--- src/hw/bdm_consts.vh ---
// Constants of the banked data memory addressing block.
// Included by the data memory module only; holds definitions only.
`ifndef BDM_CONSTS_VH
`define BDM_CONSTS_VH
`define BDM_ADDR_IND0 8'h00
`define BDM_ADDR_PTR0 8'h01
`define BDM_ADDR_IND1 8'h02
`define BDM_ADDR_PTR1 8'h03
`define BDM_ADDR_BANK 8'h04
`define BDM_ADDR_ACC 8'h05
`define BDM_ADDR_EEC 8'h40
`define BDM_BANK_BIT 0
`define BDM_BANK_RESET 1'b0
`define BDM_GP_START_SMALL 8'h80
`define BDM_GP_START_LARGE 8'hA0
`define BDM_ZERO_BYTE 8'h00
`endif

--- src/hw/bdm_data_mem.v ---
// Data memory addressing of an 8-bit core: special function area,
// two banks, two pointer/port pairs and the accumulator path.
// Assumes the core issues one access per cycle on the same clock; the
// peripheral register interface answers sfr reads combinationally.
// How it works
// - Data memory is volatile byte-wide RAM
// - Split into special function and general areas
// - Protected special registers ignore program writes
// - Special locations same all banks, except 40H
// - Addressing starts at 00H, registers first
// - General RAM ranges depend on variant
// - Indirect ports redirect to pointer location
// - Pair zero bank 0; pair one bank bit
// - Indirect access to a port reads zero
// - Pointers are real readable writable registers
// - Direct access targets bank 0, except port 02H which uses the bank bit
// - Bank bit 0 picks indirect bank
// - Reset clears bank; sleep watchdog keeps it
// - Bank bits 7..1 read zero, ignored
// - Accumulator holds results, transfers pass through
`timescale 1ns/1ns
`default_nettype none
`include "bdm_consts.vh"
module bdm_data_mem #(
   parameter LARGE_VARIANT = 1
) (
   // Clock and reset
   input wire ref_clk_in,
   input wire arst_n_in,
   input wire wdt_sleep_reset_in,
   // Core access port
   input wire acc_req_in,
   input wire acc_wr_in,
   input wire acc_ind_in,
   input wire acc_pair_in,
   input wire [7:0] acc_addr_in,
   input wire [7:0] acc_wdata_in,
   output reg [7:0] acc_rdata_out,
   output reg acc_rvalid_out,
   // Accumulator load from the ALU
   input wire alu_load_in,
   input wire [7:0] alu_result_in,
   output reg [7:0] accumulator_out,
   // Peripheral special function registers
   input wire [7:0] sfr_rdata_in,
   input wire [7:0] sfr_protect_in,
   output reg sfr_wr_out,
   output reg sfr_bank1_out,
   output reg [7:0] sfr_addr_out,
   output reg [7:0] sfr_wdata_out,
   output reg bank_select_bit_out
);
   reg [7:0] pointer_zero_reg;
   reg [7:0] pointer_one_reg;
   reg bank_select_reg;
   reg [7:0] accumulator_reg;

   reg [7:0] eff_addr;
   reg eff_bank;
   reg port_target;
   reg is_gp;
   reg is_eec;
   reg is_prot;
   reg ram_we;
   reg [7:0] rd_mux;
   wire [7:0] ram_rdata;
   reg wr_go;
   reg sfr_go;
   reg sfr_wr_next;

   // RAM geometry: bank bit on top of the in-bank location
   localparam DATA_W = 8;
   localparam RAM_AW = 9;

   // The watchdog indication comes from another domain
   localparam SYNC_STAGES = 2;
   reg [SYNC_STAGES-1:0] wdt_sync_reg;
   wire [SYNC_STAGES-1:0] wdt_sync_next;
   reg wdt_seen_reg;
   wire wdt_pulse;

   genvar gi;
   generate
      for (gi = 0; gi < SYNC_STAGES; gi = gi + 1) begin : g_sync
         if (gi == 0) begin : g_first
            assign wdt_sync_next[gi] = wdt_sleep_reset_in;
         end else begin : g_rest
            assign wdt_sync_next[gi] = wdt_sync_reg[gi-1];
         end
         always @(posedge ref_clk_in or negedge arst_n_in) begin
            if (!arst_n_in) begin
               wdt_sync_reg[gi] <= 1'b0;
            end else begin
               wdt_sync_reg[gi] <= wdt_sync_next[gi];
            end
         end
      end
   endgenerate

   // One pulse per watchdog event
   always @(posedge ref_clk_in or negedge arst_n_in) begin
      if (!arst_n_in) begin
         wdt_seen_reg <= 1'b0;
      end else begin
         wdt_seen_reg <= wdt_sync_reg[SYNC_STAGES-1];
      end
   end
   assign wdt_pulse = wdt_sync_reg[SYNC_STAGES-1] && !wdt_seen_reg;

   // Indirect port locations hold no storage
   function is_port_addr;
      input [7:0] a;
      begin
         is_port_addr = (a == `BDM_ADDR_IND0) || (a == `BDM_ADDR_IND1);
      end
   endfunction

   // Write strobe for one core register
   function reg_hit;
      input go;
      input gp;
      input [7:0] a;
      input [7:0] target;
      begin
         reg_hit = go && !gp && (a == target);
      end
   endfunction

   // General RAM start for this variant
   function is_gp_addr;
      input [7:0] a;
      input bank;
      begin
         if (LARGE_VARIANT != 0) begin
            is_gp_addr = (a >= `BDM_GP_START_LARGE);
         end else begin
            is_gp_addr = (a >= `BDM_GP_START_SMALL) && !bank;
         end
      end
   endfunction

   // Core-owned registers at the bottom of the special area
   function is_core_reg;
      input [7:0] a;
      begin
         is_core_reg = (a <= `BDM_ADDR_ACC);
      end
   endfunction

   // Effective address and bank resolution
   always @* begin
      eff_addr = acc_addr_in;
      eff_bank = 1'b0;
      port_target = 1'b0;
      if (acc_ind_in) begin
         if (acc_pair_in) begin
            eff_addr = pointer_one_reg;
            eff_bank = bank_select_reg;
         end else begin
            eff_addr = pointer_zero_reg;
            eff_bank = 1'b0;
         end
         port_target = is_port_addr(eff_addr);
      end else if (acc_addr_in == `BDM_ADDR_IND0) begin
         eff_addr = pointer_zero_reg;
         eff_bank = 1'b0;
         port_target = is_port_addr(eff_addr);
      end else if (acc_addr_in == `BDM_ADDR_IND1) begin
         eff_addr = pointer_one_reg;
         eff_bank = bank_select_reg;
         port_target = is_port_addr(eff_addr);
      end
   end

   // Classification of the resolved location
   always @* begin
      is_gp = is_gp_addr(eff_addr, eff_bank);
      is_eec = (eff_addr == `BDM_ADDR_EEC);
      is_prot = 1'b0;
      if (!is_gp && !is_core_reg(eff_addr)) begin
         is_prot = sfr_protect_in[0];
      end
      ram_we = acc_req_in && acc_wr_in && is_gp && !port_target;
   end

   bdm_gp_ram #(
      .DATA_W(DATA_W),
      .ADDR_W(RAM_AW)
   ) u_ram (
      .ref_clk_in(ref_clk_in),
      .wr_en_in(ram_we),
      .addr_in({eff_bank, eff_addr}),
      .wr_data_in(acc_wdata_in),
      .rd_data_out(ram_rdata)
   );

   // Read data selection
   always @* begin
      rd_mux = `BDM_ZERO_BYTE;
      if (port_target) begin
         rd_mux = `BDM_ZERO_BYTE;
      end else if (is_gp) begin
         rd_mux = ram_rdata;
      end else begin
         case (eff_addr)
            `BDM_ADDR_IND0: rd_mux = `BDM_ZERO_BYTE;
            `BDM_ADDR_IND1: rd_mux = `BDM_ZERO_BYTE;
            `BDM_ADDR_PTR0: rd_mux = pointer_zero_reg;
            `BDM_ADDR_PTR1: rd_mux = pointer_one_reg;
            `BDM_ADDR_BANK: rd_mux = {7'h00, bank_select_reg};
            `BDM_ADDR_ACC: rd_mux = accumulator_reg;
            default: begin
               if (is_eec && !eff_bank) begin
                  rd_mux = sfr_rdata_in; // Bank 0 sees the shared register here
               end else begin
                  rd_mux = sfr_rdata_in;
               end
            end
         endcase
      end
   end

   // Write qualification: ports, protection and the bank 1 only byte
   always @* begin
      wr_go = acc_req_in && acc_wr_in && !port_target;
      sfr_go = 1'b0;
      sfr_wr_next = 1'b0;
      if (wr_go && !is_gp && !is_core_reg(eff_addr)) begin
         sfr_go = !is_prot;
      end
      if (sfr_go) begin
         if (is_eec) begin
            sfr_wr_next = eff_bank;
         end else begin
            sfr_wr_next = 1'b1;
         end
      end
   end

   // Pointer zero; a sleep watchdog reset clears it
   always @(posedge ref_clk_in or negedge arst_n_in) begin
      if (!arst_n_in) begin
         pointer_zero_reg <= 8'h00;
      end else if (wdt_pulse) begin
         pointer_zero_reg <= 8'h00;
      end else if (reg_hit(wr_go, is_gp, eff_addr, `BDM_ADDR_PTR0)) begin
         pointer_zero_reg <= acc_wdata_in;
      end
   end

   // Pointer one; a sleep watchdog reset clears it
   always @(posedge ref_clk_in or negedge arst_n_in) begin
      if (!arst_n_in) begin
         pointer_one_reg <= 8'h00;
      end else if (wdt_pulse) begin
         pointer_one_reg <= 8'h00;
      end else if (reg_hit(wr_go, is_gp, eff_addr, `BDM_ADDR_PTR1)) begin
         pointer_one_reg <= acc_wdata_in;
      end
   end

   // Bank bit; a sleep watchdog reset leaves it alone
   always @(posedge ref_clk_in or negedge arst_n_in) begin
      if (!arst_n_in) begin
         bank_select_reg <= `BDM_BANK_RESET;
      end else if (reg_hit(wr_go, is_gp, eff_addr, `BDM_ADDR_BANK)) begin
         bank_select_reg <= acc_wdata_in[`BDM_BANK_BIT];
      end
   end

   // Accumulator: the ALU wins over a bus write
   always @(posedge ref_clk_in or negedge arst_n_in) begin
      if (!arst_n_in) begin
         accumulator_reg <= 8'h00;
      end else if (alu_load_in) begin
         accumulator_reg <= alu_result_in;
      end else if (wdt_pulse) begin
         accumulator_reg <= 8'h00;
      end else if (reg_hit(wr_go, is_gp, eff_addr, `BDM_ADDR_ACC)) begin
         accumulator_reg <= acc_wdata_in;
      end
   end

   // Read answer valid for one cycle
   always @(posedge ref_clk_in or negedge arst_n_in) begin
      if (!arst_n_in) begin
         acc_rvalid_out <= 1'b0;
      end else begin
         acc_rvalid_out <= acc_req_in && !acc_wr_in;
      end
   end

   // Read data held until the next read
   always @(posedge ref_clk_in or negedge arst_n_in) begin
      if (!arst_n_in) begin
         acc_rdata_out <= 8'h00;
      end else begin
         if (acc_req_in && !acc_wr_in) begin
            acc_rdata_out <= rd_mux;
         end
      end
   end

   // Accumulator view, showing an ALU load in the cycle it lands
   always @(posedge ref_clk_in or negedge arst_n_in) begin
      if (!arst_n_in) begin
         accumulator_out <= 8'h00;
      end else begin
         accumulator_out <= alu_load_in ? alu_result_in : accumulator_reg;
      end
   end

   // Peripheral write strobe
   always @(posedge ref_clk_in or negedge arst_n_in) begin
      if (!arst_n_in) begin
         sfr_wr_out <= 1'b0;
      end else begin
         sfr_wr_out <= sfr_wr_next;
      end
   end

   // Peripheral location and data registered every cycle, access or not
   always @(posedge ref_clk_in or negedge arst_n_in) begin
      if (!arst_n_in) begin
         sfr_bank1_out <= 1'b0;
         sfr_addr_out <= 8'h00;
         sfr_wdata_out <= 8'h00;
      end else begin
         sfr_bank1_out <= eff_bank;
         sfr_addr_out <= eff_addr;
         sfr_wdata_out <= acc_wdata_in;
      end
   end

   // Bank bit view
   always @(posedge ref_clk_in or negedge arst_n_in) begin
      if (!arst_n_in) begin
         bank_select_bit_out <= 1'b0;
      end else begin
         bank_select_bit_out <= bank_select_reg;
      end
   end
endmodule // bdm_data_mem
`default_nettype wire

--- src/hw/bdm_gp_ram.v ---
// General purpose RAM array of the data memory, both banks in one array.
// Assumes one access per cycle; reads are combinational from the array.
`timescale 1ns/1ns
`default_nettype none
module bdm_gp_ram #(
   parameter DATA_W = 8,
   parameter ADDR_W = 8
) (
   // Clock
   input wire ref_clk_in,
   // Access
   input wire wr_en_in,
   input wire [ADDR_W-1:0] addr_in,
   input wire [DATA_W-1:0] wr_data_in,
   output wire [DATA_W-1:0] rd_data_out
);
   // Volatile byte cells, no reset
   reg [DATA_W-1:0] mem_reg [0:(1<<ADDR_W)-1];

   always @(posedge ref_clk_in) begin
      if (wr_en_in) begin
         mem_reg[addr_in] <= wr_data_in;
      end
   end

   assign rd_data_out = mem_reg[addr_in];
endmodule // bdm_gp_ram
`default_nettype wire

--- config.mk ---
export PLATFORM = sky130hd
export DESIGN_NAME = bdm_data_mem
export DESIGN_NICKNAME = d
export VERILOG_FILES = /design/src/hw/bdm_data_mem.v /design/src/hw/bdm_gp_ram.v
export VERILOG_INCLUDE_DIRS = /design/src /design/src/hw
export SDC_FILE = /design/constraint.sdc
export NUM_CORES = 2
export LEC_CHECK = 0
export ABC_AREA = 0
export BUFFER_PORTS_ARGS = -buffer_cell sky130_fd_sc_hd__buf_2
export CAP_MARGIN = 25
export CORE_UTILIZATION = 60
export CTS_CLUSTER_SIZE = 25
export DETAILED_ROUTE_END_ITERATION = 16
export GPL_TIMING_DRIVEN = 1
export HOLD_SLACK_MARGIN = 0.15
export PLACE_DENSITY = 0.76
export SLEW_MARGIN = 20
export SYNTH_ARGS = -nofsm -noshare
export SYNTH_HDL_FRONTEND = slang
export SYNTH_SLANG_ARGS = --single-unit
--- constraint.sdc ---
create_clock -name ref_clk_in -period 5.19 [get_ports ref_clk_in]
set_input_delay 0.2595 -clock ref_clk_in [delete_from_list [all_inputs] [get_ports ref_clk_in]]
set_output_delay 0.2595 -clock ref_clk_in [all_outputs]
set_load 0.02 [all_outputs]
==> summary.md <==
| Metric | Value |
|---|---|
| Count of mapped cells out of synthesis | between 4,000 and 5,000 |
| Initial core utilization | 0.604 |
| Core Box Area | 0.107 mm^2 |
| GRT Total Usage | 0.364 |
| Status | completed |
| Post-synth cell types | 74 |
| Final Cycle Share | 0.925 |
| Share of cells above drive strength 1 | 0.124 |
| DRC | 0 |
| Wire length per cell | 30.5 um |
| Pwr/cell area | 368 mW/mm^2 |
| H-tree depth | 4 |
| Die Y | 330 um |
| Final net count | 5,101 |
| IO Count | 84 |
| Largest net degree at the start of global routing | 132 |
| Yosys Warn Count | 0 |
| Skew final | 0.0334 ns |
| Routed WL | 201,000 um |
| Final Slew Violations | 0 |
| Layout area overhead | 13.5% |
| Hold Crit Class | in -> async |
| DR iter-0 viols | around 8,000 |
| Dpl hpwl | 119,000 um |
| Setup crit end kind | register |
| GRT overflow | 0 |
| First-pass GRT wire length | between 200,000 and 300,000 um |
| WP buf/inv | 4 |
| TritonCTS clock tree | done |
| Max Fclk | 208 MHz |
| Final Hold Fails | 0 |
| Max reg flops | 1,536 |
| Post-synth ARST share | 0.0400 |
| CTS Buf Count | about 160 |
| Worst setup path class | reg -> reg |
| Unrepaired setup endpoints after global routing | no |
| Gpl congestion | 0.985 |
| Total chip power | around 27 mW |
| CP delay by family, top | simple AND/OR/NAND/NOR gates |
| Vias per inst | 6.88 |
| Post-route ant nets | 0 |
| Clock latency on the worst-skew pair | 0.79 ns |
| Pre-antenna DRT Iters | 9 |
| Port bufs | 76 |
| CTS sink count | 1,600 |
| Setup TNS Final | 0 ns |
| Max_cap viols | 0 |
| Clk root buf | clkbuf_16 |
| CP max-delay cell | a2111oi_0 |
| Crit Path Max Fanout | 77 |
| Crit-path cells | mux2_2 -> mux2_2 -> nor2_4 -> buf_12 -> nand2_1 -> a2111oi_0 -> or4_1 -> nor2_1 -> nor4b_1 -> clkbuf_2 -> buf_4 -> o31ai_1 -> dlygate4sd3_1 |
| Syn_nets | 4,850 |
| Layout fillers | 6,909 |
| Syn avg cell area | ~13 um^2 |
| Worst path required time | approximately 6 ns |
| Final min period | between 4 and 5 ns |
| Most used cell, CP | mux2_2 |
| CP Launch Type | register |
| Slew HR | 0.229 |
| Clk pin slew, worst setup/hold paths | 0.07 ns |
| Row count | 120 |
| Max Buffers Root-to-Sink | 3 |
| Seq/Total Area, Yosys | 0.739 |
| Synth Register Bits | 1,600 |
| Vias in the first global route | about 43,000 |
| Number of synthesized flops with an enable pin | roughly 1,500 |
| Worst Tran Pin Value | 1.16 ns |
| WP data arrival | 5.48 ns |
| Leak | between 20 and 30 nW |
| Die area | about 0.11 mm^2 |
| Antenna violations before repair | 13 |
| Via count | 45,368 |
| Die X | 330 um |
| VDD IR max | roughly 0.38 mV |
| Final Setup Violations | 0 |
| Mapped Area | 0.0646 mm^2 |
| Crit path largest cell delay | 0.62 ns |
| Synth Flop Type | edfxtp_1 |
[layout make-up]
class | instances | area (um^2) | share of cell area
Timing Repair Buffer | 424 | 3440 | 0.0469
Tap cell | 1403 | 1760 | 0.0239
Antenna cell | 8 | 20.0 | 0.000273
Clock inverter | 84 | 761 | 0.0104
Sequential cell | 1600 | 47700 | 0.651
Clock buffer | 207 | 4190 | 0.0571
Multi-Input combinational cell | 2825 | 15300 | 0.208
Inverter | 45 | 200 | 0.00273
[what timing repair did]
| item | in CTS | in global routing |
|---|---|---|
| buffers inserted | 0 | 0 |
| resized for setup | 0 | 0 |
| hold buffers | 40 | 0 |
| endpoints found under the hold margin | 630 | 0 |
[power breakdown]
| part | switching (mW) | internal [mW] |
|---|---|---|
| clock network | 4.92 | 6.10 |
| logic | 1.34 | 0.467 |
| registers | 0.0281 | 14.2 |
[synth_stat cells (all sizes together), types with 38 or more instances]
library cell,count,area (um^2)
a32oi,74,648
a31oi,118,738
a21oi,62,310
a311oi,86,753
dfrtp,64,1600
nand3,386,1930
inv,43,161
nor3,38,195
nand2,1136,4260
buf,172,958
clkbuf,160,601
o21ai,42,210
and3,49,307
nand4,71,444
edfxtp,1536,46100
a211oi,79,593
nor2,278,1040
mux2i,180,1800
[kinds of logic after synthesis]
kind of cell / Yosys count / share of synthesized area
flops: 1600 / 0.739
compound gates: 615 / 0.0708
buf+inv: 377 / 0.0268
simple gates: 2014 / 0.133
mux: 196 / 0.0307
[layer usage]
metal,share of wire,vias to the layer above,track usage
met5,0.0014,-,0.00609
met4,0.062,26,0.200
met3,0.15,824,0.124
met2,0.44,3954,0.538
met1,0.34,21962,0.476
li1,-,18602,-
[cell usage in the layout (no fill, tap or decap), types with 14 or more instances in the layout]
cell type	count
nor3_1	37
nor2_1	272
clkinv_2	29
buf_4	283
o21ai_0	36
mux2i_1	179
a31oi_1	118
dfrtp_1	64
edfxtp_1	1536
and3_1	48
buf_2	68
a32oi_1	74
clkinv_1	33
dlygate4sd3_1	40
a311oi_1	86
nand3_1	386
mux2_2	15
clkbuf_1	44
clkbuf_16	158
nand4_1	71
a21oi_1	61
buf_12	24
inv_1	40
a221oi_1	16
nand2_1	1135
a211oi_1	79
a2111oi_0	14
[metrics by stage]
stage               hold slack (ns)  setup WS, ns   util  area, um^2  cells
global route                  0.223         0.322  0.686       73300   6588
floorplan                   -0.0361          1.13      -       64600   4802
global placement              0.352         0.343  0.636       68000   6255
detailed placement            0.359         0.291  0.636       68000   6256
CTS                           0.153         0.187  0.686       73300   6587
finish                        0.213         0.389  0.686       73300   6596
[worst paths after layout]
check	endpoint	slack, ns	cells after the start	from
worst max register to register	acc_rdata_out[2]$_DFFE_PN0P_	0.39	13	pointer_one_reg[3]$_DFFE_PN0P_
worst min register to register	wdt_sync_reg[1]$_DFF_PN0_	0.37	0	wdt_sync_next[1]$_DFF_PN0_
max in group asynchronous	sfr_wdata_out[7]$_DFF_PN0_	4.42	3	arst_n_in
min in group ref_clk_in	acc_rdata_out[6]$_DFFE_PN0P_	0.23	5	sfr_rdata_in[6]
worst min-delay path	wdt_seen_reg$_DFF_PN0_	0.21	3	arst_n_in
worst max-delay path	acc_rdata_out[2]$_DFFE_PN0P_	0.39	13	pointer_one_reg[3]$_DFFE_PN0P_
[worst register-to-register path: stages (launching register included)]
cell	delay, ns
dfrtp_1	0.45
mux2_2	0.33
mux2_2	0.35
nor2_4	0.21
buf_12	0.46
nand2_1	0.62
a2111oi_0	0.63
or4_1	0.21
nor2_1	0.10
nor4b_1	0.31
clkbuf_2	0.26
buf_4	0.13
o31ai_1	0.06
dlygate4sd3_1	0.57
(Power assumes the default switching activity.)
